==> src/bbtx_pkg.sv <==
// Register map, field positions and timing constants of the transmit configuration bank
package bbtx_pkg;
    // Printed offsets are not all multiples of four: each is an index, byte address is four times it
    localparam logic [7:0] IDX_PART_VERSION_ID = 8'h00;
    localparam logic [7:0] IDX_IO_POLARITY = 8'h02;
    localparam logic [7:0] IDX_I_COVER_CODE = 8'h04;
    localparam logic [7:0] IDX_Q_COVER_CODE = 8'h06;
    localparam logic [7:0] IDX_TX_PREAMBLE_LENGTH = 8'h08;
    localparam logic [7:0] IDX_TX_SIGNAL_FIELD = 8'h0a;
    localparam logic [7:0] IDX_TX_SERVICE_FIELD = 8'h0c;
    localparam logic [7:0] IDX_TX_LENGTH_HIGH = 8'h0e;
    localparam logic [7:0] IDX_TX_LENGTH_LOW = 8'h10;
    localparam logic [7:0] IDX_TX_CONFIGURE = 8'h12;
    localparam logic [7:0] IDX_LAST = 8'h12;
    localparam int ADDR_W = 8;
    // Identity fields; values are arbitrary
    localparam logic [3:0] PART_CODE = 4'ha;
    localparam logic [3:0] VERSION_CODE = 4'h5;
    // Reset values
    localparam logic [7:0] RST_POLARITY = 8'h00;
    localparam logic [7:0] RST_COVER = 8'h48;
    localparam logic [7:0] RST_PREAMBLE = 8'h80;
    localparam logic [7:0] RST_ZERO = 8'h00;
    // Polarity bits
    localparam int POL_RX_Q = 7;
    localparam int POL_TX_Q = 6;
    localparam int POL_TRANSMIT_CLOCK_OUT = 5;
    localparam int POL_TXRDY = 4;
    localparam int POL_TXEN = 3;
    localparam int POL_CCA = 2;
    localparam int POL_MDV = 1;
    localparam int POL_RXCLK = 0;
    // Signal field bits
    localparam int SIG_SHORT = 3;
    localparam int SIG_RATE_HI = 1;
    localparam int SIG_RATE_LO = 0;
    // Transmit configure bits
    localparam int CFG_CCA_TIME = 7;
    localparam int CFG_CCA_HI = 6;
    localparam int CFG_CCA_LO = 5;
    localparam int CFG_TEST_SEL = 4;
    localparam int CFG_TEST_EN = 3;
    localparam int CFG_ANT_VAL = 2;
    localparam int CFG_ANT_MODE = 1;
    // Preamble ramp and timing
    localparam logic [8:0] PA_RAMP_SYMBOLS = 9'h002;
    localparam int CLK_MHZ = 125;
    localparam int CCA_LONG_NS = 19900;
    localparam int CCA_SHORT_NS = 15800;
    localparam logic [11:0] CCA_LONG_CYC = 12'((CCA_LONG_NS * CLK_MHZ) / 1000);
    localparam logic [11:0] CCA_SHORT_CYC = 12'((CCA_SHORT_NS * CLK_MHZ) / 1000);
    // CCA source modes
    localparam logic [1:0] CCA_ED = 2'h0;
    localparam logic [1:0] CCA_CS = 2'h1;
    localparam logic [1:0] CCA_AND = 2'h2;
    localparam logic [1:0] CCA_OR = 2'h3;
    typedef enum logic [3:0] {
        BBTX_RATE1 = 4'h1,
        BBTX_RATE2 = 4'h2,
        BBTX_RATE55 = 4'h4,
        BBTX_RATE11 = 4'h8
    } bbtx_rate_t;
    typedef enum logic [1:0] {
        BBTX_IDLE = 2'h1,
        BBTX_ACK = 2'h2
    } bbtx_bus_t;
endpackage : bbtx_pkg

==> src/bbtx_config_regs.sv <==
// Transmit configuration register bank with classic Wishbone slave and polarity logic
//
// Implementation choice: register access over Wishbone.
`timescale 1ns/1ps
`default_nettype none

// Summary of operation
// [RULE_01] Read-only part and version code
// [RULE_02] Zero polarity gives normal levels
// [RULE_03] Bit 7 inverts received Q
// [RULE_04] Bit 6 inverts transmitted Q
// [RULE_05] Bits 5,0 invert transmit, receive clocks
// [RULE_06] Bit 4 makes transmit-ready active low
// [RULE_07] Bit 3 makes transmit enable active low
// [RULE_08] Bit 2 makes clear-channel active high
// [RULE_09] Bit 1 makes data-valid active low
// [RULE_10] Cover codes read back, nominal 48h
// [RULE_11] Preamble equals count plus two symbols
// [RULE_12] Host writes preamble while transmit idle
// [RULE_13] Signal bit 3 selects short preamble
// [RULE_14] Signal bits 1:0 select rate code
// [RULE_15] Host sets rate 2 us early
// [RULE_16] Host keeps signal bit 2 zero
// [RULE_17] Service field stored only, host sets bits
// [RULE_18] Sixteen-bit length from high, low bytes
// [RULE_19] Bit 7 picks sampled CCA valid time
// [RULE_20] Bits 6:5 choose clear-channel source
// [RULE_21] Bit 3 enables test, bit 4 pattern
// [RULE_22] Antenna pin from bit 2 or last CRC
// [RULE_23] Unused bits store and read back
module bbtx_config_regs (
    input wire logic clk,
    input wire logic srst,
    input wire logic wb_cyc_i,
    input wire logic wb_stb_i,
    input wire logic wb_we_i,
    input wire logic [9:0] wb_adr_i,
    input wire logic [3:0] wb_sel_i,
    input wire logic [31:0] wb_dat_i,
    output logic [31:0] wb_dat_o,
    output logic wb_ack_o,
    output logic wb_err_o,
    input wire logic rxQIn,
    input wire logic txQInt,
    output logic txQOut,
    output logic rxQInt,
    input wire logic txClkInt,
    input wire logic rxClkInt,
    output logic transmit_clock_out,
    output logic rxClkOut,
    input wire logic txReadyInt,
    output logic txReadyPin,
    input wire logic transmit_power_enable,
    output logic txEnableInt,
    input wire logic energy_detect,
    input wire logic carrier_sense_first,
    input wire logic signal_quality_first,
    input wire logic carrier_sense_second,
    input wire logic ccaSampled,
    input wire logic slotStart,
    output logic clear_channel_indication,
    output logic ccaValid,
    input wire logic modemDataValidInt,
    output logic modem_data_valid,
    input wire logic headerCrcOk,
    input wire logic rxAntenna,
    output logic antenna_select_pin,
    output logic [8:0] preambleSymbols,
    output logic shortPreamble,
    output logic [3:0] txRate,
    output logic [15:0] txLengthUs,
    output logic [7:0] iCoverCode,
    output logic [7:0] qCoverCode,
    output logic [7:0] txServiceField,
    output logic [7:0] txSignalField,
    output logic testEnable,
    output logic testContinuousCarrier,
    output logic testAlternatingBits
);

    typedef struct packed {
        logic [7:0] polarity;
        logic [7:0] iCover;
        logic [7:0] qCover;
        logic [7:0] preamble;
        logic [7:0] signalField;
        logic [7:0] service;
        logic [7:0] lenHigh;
        logic [7:0] lenLow;
        logic [7:0] txCfg;
        logic lastAnt;
        logic [11:0] slotCnt;
        logic ccaValid;
        logic [31:0] rdData;
        logic ack;
        logic err;
        bbtx_pkg::bbtx_bus_t busState;
    } bbtx_state_t;

    bbtx_state_t state_q;
    bbtx_state_t state_d;
    logic [7:0] regIndex;
    logic addrHit;
    logic accessReq;
    logic ccaRaw;
    logic ccaLevel;
    logic [1:0] ccaMode;
    logic [11:0] ccaDeadline;
    logic [7:0] readByte;

    // Word-aligned: byte address bits 1:0 ignored, index is the word number
    assign regIndex = wb_adr_i[9:2];
    assign accessReq = wb_cyc_i && wb_stb_i;

    always_comb begin
        addrHit = 1'b1;
        readByte = 8'h00;
        case (regIndex)
            // [RULE_01] fixed identity
            bbtx_pkg::IDX_PART_VERSION_ID: readByte = {bbtx_pkg::PART_CODE, bbtx_pkg::VERSION_CODE};
            bbtx_pkg::IDX_IO_POLARITY: readByte = state_q.polarity;
            // [RULE_10] cover code readback
            bbtx_pkg::IDX_I_COVER_CODE: readByte = state_q.iCover;
            bbtx_pkg::IDX_Q_COVER_CODE: readByte = state_q.qCover;
            bbtx_pkg::IDX_TX_PREAMBLE_LENGTH: readByte = state_q.preamble;
            // [RULE_23] unused bits read back
            bbtx_pkg::IDX_TX_SIGNAL_FIELD: readByte = state_q.signalField;
            bbtx_pkg::IDX_TX_SERVICE_FIELD: readByte = state_q.service;
            bbtx_pkg::IDX_TX_LENGTH_HIGH: readByte = state_q.lenHigh;
            bbtx_pkg::IDX_TX_LENGTH_LOW: readByte = state_q.lenLow;
            bbtx_pkg::IDX_TX_CONFIGURE: readByte = state_q.txCfg;
            default: addrHit = 1'b0;
        endcase
    end

    // CCA source combine
    assign ccaMode = state_q.txCfg[bbtx_pkg::CFG_CCA_HI:bbtx_pkg::CFG_CCA_LO];
    always_comb begin
        logic csTerm;
        csTerm = carrier_sense_first || signal_quality_first || carrier_sense_second;
        // [RULE_20] source select
        case (ccaMode)
            bbtx_pkg::CCA_ED: ccaRaw = energy_detect;
            bbtx_pkg::CCA_CS: ccaRaw = csTerm;
            bbtx_pkg::CCA_AND: ccaRaw = energy_detect && csTerm;
            bbtx_pkg::CCA_OR: ccaRaw = energy_detect || csTerm;
            default: ccaRaw = energy_detect;
        endcase
    end

    // [RULE_19] sampled result deadline
    assign ccaDeadline = state_q.txCfg[bbtx_pkg::CFG_CCA_TIME] ? bbtx_pkg::CCA_SHORT_CYC : bbtx_pkg::CCA_LONG_CYC;

    always_comb begin
        state_d = state_q;
        state_d.ack = 1'b0;
        state_d.err = 1'b0;
        case (state_q.busState)
            bbtx_pkg::BBTX_IDLE: begin
                if (accessReq) begin
                    state_d.busState = bbtx_pkg::BBTX_ACK;
                    state_d.ack = addrHit;
                    state_d.err = !addrHit;
                    state_d.rdData = {24'h000000, readByte};
                    // Only lane 0 carries data; others ignored
                    if (wb_we_i && addrHit && wb_sel_i[0]) begin
                        case (regIndex)
                            // [RULE_02] polarity store
                            bbtx_pkg::IDX_IO_POLARITY: state_d.polarity = wb_dat_i[7:0];
                            bbtx_pkg::IDX_I_COVER_CODE: state_d.iCover = wb_dat_i[7:0];
                            bbtx_pkg::IDX_Q_COVER_CODE: state_d.qCover = wb_dat_i[7:0];
                            bbtx_pkg::IDX_TX_PREAMBLE_LENGTH: state_d.preamble = wb_dat_i[7:0];
                            // [RULE_23] whole byte stored
                            bbtx_pkg::IDX_TX_SIGNAL_FIELD: state_d.signalField = wb_dat_i[7:0];
                            bbtx_pkg::IDX_TX_SERVICE_FIELD: state_d.service = wb_dat_i[7:0];
                            bbtx_pkg::IDX_TX_LENGTH_HIGH: state_d.lenHigh = wb_dat_i[7:0];
                            bbtx_pkg::IDX_TX_LENGTH_LOW: state_d.lenLow = wb_dat_i[7:0];
                            bbtx_pkg::IDX_TX_CONFIGURE: state_d.txCfg = wb_dat_i[7:0];
                            default: state_d.txCfg = state_q.txCfg;
                        endcase
                    end
                end
            end
            bbtx_pkg::BBTX_ACK: begin
                // Forces one idle cycle so a held stb is not taken twice
                state_d.busState = bbtx_pkg::BBTX_IDLE;
            end
            default: state_d.busState = bbtx_pkg::BBTX_IDLE;
        endcase
        // [RULE_22] remember antenna of last good header
        if (headerCrcOk) begin
            state_d.lastAnt = rxAntenna;
        end
        // Slot timer restarts on each slot boundary
        if (slotStart) begin
            state_d.slotCnt = 12'h000;
            state_d.ccaValid = 1'b0;
        end else if (state_q.slotCnt != 12'hfff) begin
            state_d.slotCnt = state_q.slotCnt + 12'h001;
        end
        if (!slotStart && state_q.slotCnt + 12'h001 == ccaDeadline) begin
            state_d.ccaValid = 1'b1;
        end
        if (srst) begin
            state_d.polarity = bbtx_pkg::RST_POLARITY;
            state_d.iCover = bbtx_pkg::RST_COVER;
            state_d.qCover = bbtx_pkg::RST_COVER;
            state_d.preamble = bbtx_pkg::RST_PREAMBLE;
            state_d.signalField = bbtx_pkg::RST_ZERO;
            state_d.service = bbtx_pkg::RST_ZERO;
            state_d.lenHigh = bbtx_pkg::RST_ZERO;
            state_d.lenLow = bbtx_pkg::RST_ZERO;
            state_d.txCfg = bbtx_pkg::RST_ZERO;
            state_d.lastAnt = 1'b0;
            state_d.slotCnt = 12'h000;
            state_d.ccaValid = 1'b0;
            state_d.rdData = 32'h00000000;
            state_d.ack = 1'b0;
            state_d.err = 1'b0;
            state_d.busState = bbtx_pkg::BBTX_IDLE;
        end
    end

    always_ff @(posedge clk) begin
        state_q <= state_d;
    end

    assign wb_dat_o = state_q.rdData;
    assign wb_ack_o = state_q.ack;
    assign wb_err_o = state_q.err;

    // [RULE_03] receive Q inversion
    assign rxQInt = rxQIn ^ state_q.polarity[bbtx_pkg::POL_RX_Q];
    // [RULE_04] transmit Q inversion
    assign txQOut = txQInt ^ state_q.polarity[bbtx_pkg::POL_TX_Q];
    // [RULE_05] clock phase controls
    assign transmit_clock_out = txClkInt ^ state_q.polarity[bbtx_pkg::POL_TRANSMIT_CLOCK_OUT];
    assign rxClkOut = rxClkInt ^ state_q.polarity[bbtx_pkg::POL_RXCLK];
    // [RULE_06] transmit-ready level
    assign txReadyPin = txReadyInt ^ state_q.polarity[bbtx_pkg::POL_TXRDY];
    // [RULE_07] transmit enable sense
    assign txEnableInt = transmit_power_enable ^ state_q.polarity[bbtx_pkg::POL_TXEN];
    // Sampled result when ccaSampled is high, else live
    assign ccaLevel = ccaSampled ? (ccaRaw && state_q.ccaValid) : ccaRaw;
    // [RULE_08] opposite sense: one is active high
    assign clear_channel_indication = ccaLevel ^ !state_q.polarity[bbtx_pkg::POL_CCA];
    assign ccaValid = state_q.ccaValid;
    // [RULE_09] data-valid level
    assign modem_data_valid = modemDataValidInt ^ state_q.polarity[bbtx_pkg::POL_MDV];
    // [RULE_22] antenna source
    assign antenna_select_pin = state_q.txCfg[bbtx_pkg::CFG_ANT_MODE] ? state_q.lastAnt
                                                                       : state_q.txCfg[bbtx_pkg::CFG_ANT_VAL];

    // [RULE_11] add two-symbol ramp
    assign preambleSymbols = {1'b0, state_q.preamble} + bbtx_pkg::PA_RAMP_SYMBOLS;
    // [RULE_13] preamble format
    assign shortPreamble = state_q.signalField[bbtx_pkg::SIG_SHORT];
    // [RULE_14] rate decode
    always_comb begin
        case (state_q.signalField[bbtx_pkg::SIG_RATE_HI:bbtx_pkg::SIG_RATE_LO])
            2'h0: txRate = bbtx_pkg::BBTX_RATE1;
            2'h1: txRate = bbtx_pkg::BBTX_RATE2;
            2'h2: txRate = bbtx_pkg::BBTX_RATE55;
            default: txRate = bbtx_pkg::BBTX_RATE11;
        endcase
    end
    // [RULE_18] length assembly
    assign txLengthUs = {state_q.lenHigh, state_q.lenLow};
    assign iCoverCode = state_q.iCover;
    assign qCoverCode = state_q.qCover;
    assign txServiceField = state_q.service;
    assign txSignalField = state_q.signalField;
    // [RULE_21] test pattern selection
    assign testEnable = state_q.txCfg[bbtx_pkg::CFG_TEST_EN];
    assign testContinuousCarrier = testEnable && state_q.txCfg[bbtx_pkg::CFG_TEST_SEL];
    assign testAlternatingBits = testEnable && !state_q.txCfg[bbtx_pkg::CFG_TEST_SEL];

endmodule : bbtx_config_regs

`default_nettype wire

==> config.mk <==
export PLATFORM = sky130hd
export DESIGN_NAME = bbtx_config_regs
export DESIGN_NICKNAME = d
export VERILOG_FILES = /design/src/bbtx_pkg.sv /design/src/bbtx_config_regs.sv
export SDC_FILE = /design/constraint.sdc
export NUM_CORES = 1
export LEC_CHECK = 0
export BUFFER_PORTS_ARGS = -buffer_cell sky130_fd_sc_hd__buf_2
export CAP_MARGIN = 20
export CORE_AREA = 2 2 182 130
export DETAILED_ROUTE_END_ITERATION = 12
export DIE_AREA = 0 0 184 132
export MAX_ROUTING_LAYER = met4
export PLACE_DENSITY = 0.45
export SYNTH_ARGS = -nofsm -noshare
export SYNTH_HDL_FRONTEND = slang
export SYNTH_SLANG_ARGS = --single-unit
export TNS_END_PERCENT = 20
==> constraint.sdc <==
create_clock -name clk -period 2.5 [get_ports clk]
set_input_delay 0.5 -clock clk [delete_from_list [all_inputs] [get_ports clk]]
set_output_delay 0.5 -clock clk [all_outputs]
set_load 0.05 [all_outputs]
==> out/metrics.csv, run 1 <==
metric,value,unit
antenna_cells,0,
worstRegToRegCells,6,
critPathMaxFanout,6,
regToRegSetupSlack,0.48,ns
path_cells,ha_1 > nand2_1 > nor2_1 > xor2_1 > buf_2,
post-cts-setup-buffers,0,
gp_congestion,0.773,
final_cell_area,6060,um^2
wl_per_cell,16.3,um
drtPass1Iterations,4,
antenna_found_initial,0,
rows,46,
totalWireLength,15200,um
postSynthCellCount,584,
drt_iter0_drc,206,
relSlewSlack,44.3,%
setup_viol,0,
synthToLayoutAreaGrowth,13.6,%
max_freq,0.468,GHz
cts_hold_buf,0,
core,22400,um^2
skew,0.00526,ns
startpoint_type,flip-flop,
io_pins,175,
internal-power,0.00232,W
cts-root-buf,clkbuf_16,
cts_sinks,98,
pwr-share-comb,8.9,%
grt_max_degree,74,
max-vdd-ir-drop,270,uV
final_common_cell,buf_2,
grt_pass1_vias,3634,
clkPwrFrac,41.4,%
cts_tree,done,
ctsLongestPathBuffers,2,
cp-end-kind,output port,
ys_types,49,
dieArea,24300,um^2
leakagePower,2.70,nW
async_flop_share,0,%
seqPwrFrac,49.8,%
rsz0062_at_grt,no,
maxCapViolCount,0,
synth_seq_cells,98,
ctsResizeCount,0,
path_clk_slew,0.07,ns
slowest_stage,dfxtp_1,
ant_nets,0,
vias,3963,
min_period,2.13,ns
worst_ep_arrival_time,1.63,ns
start_util,23.8,%
drive_gt1_share,27.6,%
p_per_area,520,nW/um^2
worstReg2RegEnd,ccaValid,
die_h,132,um
clock_latency,0.35,ns
netlist_area,5330,um^2
critPathMaxStageDelay,0.43,ns
required,2.00,ns
syn_area_per_cell,9.13,um^2
grt_overflow,0,
via_per_inst,4.24,
h-tree-depth,3,
numCtsBuffers,9,
slew_violations,0,
crit_path_end,preambleSymbols[7],
yosys_warnings,0,
hold_class,input pin to flip-flop,
drc,0,
critPathKind,flip-flop to output port,
die_width,184,um
power.net_switching,0.000828,W
status,completed,
final_cell_mix,"buf_2 (121), dfxtp_1 (98), nor2_1 (96)",
hold_viol_final,0,
synth-seq-area-share,36.8,%
layout.nets,710,
grt_pass1_wl,23100,um
synth-edff-count,0,
port-buffer-count,121,
synth_flop_cell,dfxtp_1,
dpl_cell_area,5790,um^2
cp-startpoint,state_q[91],
tightestPinTransition,0.836,ns
switching_share,26.3,%
r2r_start,state_q[37],
place_hpwl,11500,um
final.setup.tns,0,ns
grtUsageTotal,13.0,%
min_period_over_period,85.4,%
-- per-stage QoR --
stage	total power [W]	setup WS, ns	hold WS, ns	std cells	util [%]
2_1_floorplan	0.00184	0.171	0.426	607	-
3_3_place_gp	0.00189	0.169	0.435	918	25.8
3_5_place_dp	0.00189	0.158	0.443	918	25.8
4_1_cts	0.00321	0.324	0.375	934	27.0
5_1_grt	0.00328	0.222	0.419	934	27.0
6_report	0.00315	0.365	0.393	934	27.0
-- layout make-up --
class                   count  area, um^2
fillers                  2454       16400
multi-input cells         379        2650
flip-flops and latches     98        1960
repair buffers            138         758
well taps                 288         360
clock buffers              11         243
inverters                  15        56.3
clock inverters             5        30.0
-- worst max-delay path, delay by kind of cell (launching register included) --
family | cells | cell delay (ns)
DFF | 1 | 0.43
buffers and inverters | 1 | 0.27
adders and majority gates | 1 | 0.26
and+or+nand+nor | 2 | 0.19
xor gates and xnor gates | 1 | 0.14
-- state kept, by name (all words and copies together) (netlist names) --
| register | flops |
|---|---|
| txSignalField | 8 |
| ccaValid | 1 |
| iCoverCode | 8 |
| qCoverCode | 8 |
| state_q | 36 |
| wb_ack_o | 1 |
| txLengthUs | 16 |
| wb_dat_o | 8 |
| wb_err_o | 1 |
| txServiceField | 8 |
| testEnable | 1 |
| ccaMode | 2 |
-- cells by family (layout without fill, tap and decap cells) --
| logic type | after synthesis | in the layout | synth area share, % |
|---|---|---|---|
| buf+inv | 130 | 169 | 15.1 |
| xor+xnor | 24 | 24 | 3.94 |
| simple gates | 183 | 183 | 17.5 |
| compound gates | 50 | 50 | 6.05 |
| flops | 98 | 98 | 36.8 |
| fa+ha+maj | 3 | 3 | 0.704 |
| other cells | 1 | 24 | 0.0703 |
| mux | 95 | 95 | 19.8 |
-- cells in the mapped netlist (2+ instances only) --
cell type	count	area, um^2
nor2b_1	10	62.6
o22ai_1	8	50.1
mux2i_1	82	821
nand3_1	10	50.1
nor3_1	7	35.0
and2_1	2	12.5
a22o_1	2	17.5
and3_1	5	31.3
xnor2_1	10	87.6
nor3b_1	2	15.0
nor2_1	96	360
o21ai_0	12	60.1
xor2_1	14	123
nor4_4	2	42.5
a22oi_1	4	30.0
a21oi_1	11	55.1
nand2_1	20	75.1
nor3_4	3	48.8
nand2b_1	4	25.0
ha_1	3	37.5
clkbuf_1	22	82.6
a211oi_1	4	30.0
buf_2	9	45.0
a211o_1	5	43.8
and4_2	2	20.0
mux2_2	5	56.3
nand4_1	7	43.8
inv_1	15	56.3
mux4_2	8	180
nand3b_1	2	15.0
buf_1	2	7.51
buf_4	82	616
dfxtp_1	98	1960
-- worst min-delay path by stage --
stage	from	endpoint	slack, ns	depth (start not counted)
after global routing	rxAntenna	state_q[49]	0.42	3
after CTS	rxAntenna	state_q[49]	0.38	3
final	rxAntenna	state_q[49]	0.39	3
after detailed placement	wb_dat_o[4]	wb_dat_o[4]	0.44	2
after floorplan	wb_dat_o[1]	wb_dat_o[1]	0.43	2
after global placement	wb_dat_o[4]	wb_dat_o[4]	0.43	2
-- routing by layer --
layer  track usage, %  wire, um  vias up
li1                 -         -     1996
met1             19.0      8060     1845
met2             17.2      5960      113
met3             4.09      1020        9
met4             2.49       153        0
met5                -         0        -
-- power by group through the flow --
stage	clock network, W	logic (W)	registers [W]
finish	0.00130	0.000279	0.00157
global route	0.00142	0.000300	0.00157
CTS	0.00136	0.000282	0.00157
detailed placement	0	0.000281	0.00160
global placement	0	0.000281	0.00160
floorplan	0	0.000232	0.00161
Note: power is estimated with default switching activity, not from simulation.
==> inputs of run 2 (changes only) <==
--- a/config.mk
+++ b/config.mk
@@ -7,11 +7,14 @@
 export LEC_CHECK = 0
 export BUFFER_PORTS_ARGS = -buffer_cell sky130_fd_sc_hd__buf_2
 export CAP_MARGIN = 20
+export CELL_PAD_IN_SITES_DETAIL_PLACEMENT = 2
+export CELL_PAD_IN_SITES_GLOBAL_PLACEMENT = 2
 export CORE_AREA = 2 2 182 130
 export DETAILED_ROUTE_END_ITERATION = 12
 export DIE_AREA = 0 0 184 132
+export HOLD_SLACK_MARGIN = 0.02
 export MAX_ROUTING_LAYER = met4
-export PLACE_DENSITY = 0.45
+export PLACE_DENSITY = 0.67
 export SYNTH_ARGS = -nofsm -noshare
 export SYNTH_HDL_FRONTEND = slang
 export SYNTH_SLANG_ARGS = --single-unit
==> run 2 against run 1 <==
  * Hold slack better by 0.0065 ns
  * Sequential power barely moved
  * Cell count down 0.32%
  * Sequential cell count did not move
==> out/metrics.csv, run 2 (synthesized netlist as in run 1, its figures left out) <==
metric,value,unit,change
status,completed,,
io_pins,175,,unchanged
tightestPinTransition,0.811,ns,-0.0250 ns
grt_pass1_wl,26500,um,+15%
seqCellArea,1960,um^2,unchanged
drtPass1Iterations,4,,unchanged
grt_pass1_vias,4419,,+22%
ant_nets,0,,unchanged
cts_sinks,98,,unchanged
dieArea,24300,um^2,unchanged
p_per_area,533,nW/um^2,+2.4%
path_clk_slew,0.07,ns,about the same
holdWs,0.399,ns,+0.00653 ns
antenna_cells,0,,unchanged
final_cell_mix,"buf_2 (121), dfxtp_1 (98), nor2_1 (96)",,
critPathKind,input pin to output port,,
multi_input_area,2660,um^2,+0.19%
numCtsBuffers,9,,unchanged
required,2.00,ns,about the same
min_period,2.21,ns,+0.0710 ns
finalWorstSetupSlack,0.294,ns,-0.0710 ns
cts_tree,done,,
max-vdd-ir-drop,291,uV,+8.0%
power,0.00323,W,+2.6%
start_util,23.8,%,unchanged
final.setup.tns,0,ns,unchanged
worst_ep_arrival_time,1.71,ns,+0.08 ns
drc,0,,unchanged
clock_latency,0.36,ns,about the same
totalWireLength,17300,um,+14%
die_width,184,um,unchanged
layoutNonFillerInstCount,931,,-0.32%
maxCapViolCount,0,,unchanged
skew,0.00892,ns,+0.00366 ns
wl_per_cell,18.6,um,+14%
via_per_inst,4.46,,+5.0%
hold_class,input pin to flip-flop,,
antenna_found_initial,0,,unchanged
cp-end-kind,output port,,
critPathMaxFanout,2,,-4
max_freq,0.453,GHz,-3.2%
slew_violations,0,,unchanged
leakagePower,2.71,nW,+0.12%
cts_hold_buf,0,,unchanged
hold_viol_final,0,,unchanged
h-tree-depth,3,,unchanged
rows,46,,unchanged
final_common_cell,buf_2,,
dp.cells,915,,-0.33%
top_register,state_q,,
grtUsageTotal,14.9,%,+1.9 points
nFillCells,2574,,+4.9%
layout.nets,707,,-0.42%
synthToLayoutAreaGrowth,13.8,%,
grt_max_degree,74,,unchanged
die_h,132,um,unchanged
place_hpwl,13300,um,+16%
port-buffer-count,121,,unchanged
drive_gt1_share,27.4,%,-0.18 points
startpoint_type,input pin,,
min_period_over_period,88.2,%,+2.8 points
setup_viol,0,,unchanged
grt_overflow,0,,unchanged
cts-root-buf,clkbuf_16,,
dp_slack,0.0942,ns,-0.0639 ns
core,22400,um^2,unchanged
rsz0062_at_grt,no,,
largest_reg_flops,36,,unchanged
ctsLongestPathBuffers,2,,unchanged
vias,4149,,+4.7%
gp_congestion,0.772,,-0.14%
drt_iter0_drc,186,,-9.7%
relSlewSlack,45.9,%,+1.7 points
-- run 2: cell types whose count changed in the layout (fill, tap and decap cells not counted) --
cell        before  now
nor3_1           7    6
nor3_2           0    1
clkinv_2         3    1
buf_12           2    3
clkbuf_8         1    2
buf_4           15   11
clkinvlp_4       2    0
clkinv_4         0    1
inv_6            0    2
-- run 2: metal layers --
metal	vias up	GRT usage [%]	part of all wire [%]
li1	1986	-	-
met1	2046	18.7	45
met2	101	23.2	47
met3	16	4.25	6.2
met4	0	4.13	1.3
met5	-	-	0
-- run 2: layout make-up --
type                       count  area share (%)
tap                          288            5.94
sequential                    98            32.3
multi-input combinational    379            43.8
clock buffer                  12            4.23
timing repair buffer         135            12.3
clock inverter                 4           0.515
inverter                      15           0.927
-- run 2: through the flow --
stage | utilization [%] | cell area [um^2]
floorplan | - | 5420
CTS | 27.0 | 6070
detailed placement | 25.7 | 5780
global route | 27.0 | 6070
global placement | 25.7 | 5780
finish | 27.0 | 6070
-- run 2: worst paths after layout --
check / cells after the start / slack, ns / to / startpoint
max reg2reg: 5 / 0.45 / testEnable / state_q[1]
min: 3 / 0.40 / state_q[49] / rxAntenna
min reg2reg: 2 / 0.46 / wb_dat_o[6] / wb_dat_o[6]
max: 7 / 0.29 / clear_channel_indication / signal_quality_first
-- run 2: what timing repair did --
item / CTS / global route
hold endpoints to repair: 0 / 0
buffers inserted: 0 / 0
setup endpoints to repair: 0 / 1
resized for setup: 0 / 1
-- run 2: critical path: stages --
cell	delay, ns
buf_2	0.10
nor3_2	0.24
o21ai_0	0.16
a22oi_1	0.21
a21oi_1	0.08
xnor2_1	0.13
buf_2	0.28
-- run 2: report_power, final --
part           total [W]  switching (W)  internal, W
Combinational   0.000285       0.000223    0.0000621
Clock            0.00138       0.000642     0.000738
Sequential       0.00157     0.00000427      0.00156
==> inputs of run 3 (changes only) <==
--- a/config.mk
+++ b/config.mk
@@ -9,9 +9,9 @@
 export CAP_MARGIN = 20
 export CELL_PAD_IN_SITES_DETAIL_PLACEMENT = 2
 export CELL_PAD_IN_SITES_GLOBAL_PLACEMENT = 2
-export CORE_AREA = 2 2 182 130
+export CORE_AREA = 2 2 153 155
 export DETAILED_ROUTE_END_ITERATION = 12
-export DIE_AREA = 0 0 184 132
+export DIE_AREA = 0 0 155 157
 export HOLD_SLACK_MARGIN = 0.02
 export MAX_ROUTING_LAYER = met4
 export PLACE_DENSITY = 0.67
==> run 3 against run 2 <==
  * Design area fell by 0.45%
  * Critical endpoint is now preambleSymbols[7]
  * Largest cell class unchanged
  * Global-route usage shrank 0.051 points
  * Power is 0.20% lower
  * Highest routed layer unchanged
==> out/metrics.csv, run 3 (synthesized netlist as in run 1, its figures left out) <==
metric,value,unit,change
setup_viol,0,,unchanged
port-buffer-count,121,,unchanged
final_cell_mix,"buf_2 (121), dfxtp_1 (98), nor2_1 (96)",,
dieArea,24300,um^2,+0.19%
grtUsageTotal,14.8,%,-0.051 points
cts-root-buf,clkbuf_16,,
r2r_start,state_q[37],,
top_register,state_q,,
cts_sinks,98,,unchanged
crit_cells,5,,-2
die_width,155,um,-16%
required,2.00,ns,about the same
h-tree-depth,3,,unchanged
cts_hold_buf,0,,unchanged
max-vdd-ir-drop,323,uV,+11%
worst_ep_arrival_time,1.77,ns,+0.06 ns
wl_per_cell,18.5,um,about the same
max_freq,0.440,GHz,-2.9%
hold_end,state_q[49],,
core,22500,um^2,+0.25%
relSlewSlack,60.1,%,+14 points
nFillCells,2538,,-1.4%
min_period,2.27,ns,+0.0659 ns
critPathMaxStageDelay,0.48,ns,+0.20 ns
vias,4168,,+0.46%
dpl_cell_area,5750,um^2,-0.45%
hold_depth,3,,unchanged
status,completed,,
hold_viol_final,0,,unchanged
path_cells,ha_1 > nand2_1 > nor2_1 > xor2_1 > buf_2,,
ctsResizeCount,0,,unchanged
cts_tree,done,,
regToRegSetupSlack,0.39,ns,-0.06 ns
final_common_cell,buf_2,,
gp_congestion,0.796,,+3.1%
ant_nets,0,,unchanged
critPathMaxFanout,6,,+4
clock_latency,0.36,ns,about the same
path_clk_slew,0.08,ns,about the same
p_per_area,534,nW/um^2,+0.25%
slowest_stage,dfxtp_1,,
startpoint_type,flip-flop,,
via_per_inst,4.47,,+0.35%
numCtsBuffers,9,,unchanged
io_pins,175,,unchanged
cpLargestDelayFamily,flip-flops,,
dp.cells,914,,-0.11%
start_util,23.7,%,-0.059 points
drt_iter0_drc,111,,-40%
die_h,157,um,+19%
hp-start,rxAntenna,,
worstRegToRegCells,6,,+1
skew,0.00644,ns,-0.00248 ns
final_cell_area,6040,um^2,-0.45%
layoutNonFillerInstCount,932,,+0.11%
totalWireLength,17300,um,about the same
post-cts-setup-buffers,0,,unchanged
drtPass1Iterations,4,,unchanged
maxCapViolCount,0,,unchanged
leakagePower,2.70,nW,-0.38%
critPathKind,flip-flop to output port,,
cp-end-kind,output port,,
holdWs,0.395,ns,-0.00492 ns
synthToLayoutAreaGrowth,13.3,%,
tightestPinTransition,0.599,ns,-0.213 ns
rows,55,,+20%
rsz0062_at_grt,no,,
grt_pass1_wl,26300,um,-0.75%
drive_gt1_share,27.6,%,+0.23 points
drc,0,,unchanged
grt_max_degree,39,,-47%
final.setup.tns,0,ns,unchanged
place_hpwl,13400,um,+0.27%
largest_reg_flops,36,,unchanged
path_buf_inv,1,,-1
hold_class,input pin to flip-flop,,
grt_pass1_vias,4515,,+2.2%
grt_overflow,0,,unchanged
min_period_over_period,90.9,%,+2.6 points
antenna_found_initial,2,,+2
layout.nets,709,,+0.28%
slew_violations,0,,unchanged
ctsLongestPathBuffers,2,,unchanged
worstReg2RegEnd,ccaValid,,
[run 3: cell count changes in the layout (fill, tap and decap cells not counted), sizes merged]
cell / before / now
clkbuf: 12 / 9
buf: 135 / 137
clkinvlp: 0 / 2
diode: 0 / 2
inv: 17 / 18
[run 3: stage by stage]
step	worst slack, ns	utilization (%)	power, W
5_1_grt	0.0936	26.9	0.00336
4_1_cts	0.193	26.8	0.00328
2_1_floorplan	0.171	-	0.00184
3_5_place_dp	0.111	25.6	0.00190
3_3_place_gp	0.206	25.6	0.00189
6_report	0.229	26.9	0.00323
[run 3: worst max-delay path by stage]
stage,from,end,slack [ns]
2_1_floorplan,signal_quality_first,clear_channel_indication,0.17
3_3_place_gp,wb_cyc_i,txSignalField[7],0.21
3_5_place_dp,wb_adr_i[7],txLengthUs[15],0.11
4_1_cts,state_q[91],preambleSymbols[7],0.19
5_1_grt,state_q[91],preambleSymbols[7],0.09
6_report,state_q[91],preambleSymbols[7],0.23
[run 3: per-layer routing]
| layer | track usage (%) | wire length (um) |
|---|---|---|
| met3 | 3.06 | 785 |
| met1 | 16.9 | 7410 |
| met2 | 26.4 | 8860 |
| met4 | 4.28 | 223 |
| met5 | - | 0 |
[run 3: worst min-delay path: stages]
cell and delay [ns]:
buf_2 0.07, mux2i_1 0.06, nor2_1 0.08
[run 3: where the power goes]
| group | internal (W) | switching, W |
|---|---|---|
| Clock | 0.000693 | 0.000677 |
| Combinational | 0.0000618 | 0.000227 |
| Sequential | 0.00156 | 0.00000419 |
[run 3: layout make-up]
cell class / count / area (um^2) / share of cell area (%)
antenna: 2 / 5.00 / 0.0828
clock buffer: 9 / 225 / 3.73
clock inverter: 7 / 61.3 / 1.01
timing repair buffer: 137 / 726 / 12.0
inverter: 15 / 56.3 / 0.932
sequential: 98 / 1960 / 32.5
tap: 285 / 357 / 5.90
multi-input combinational: 379 / 2650 / 43.9
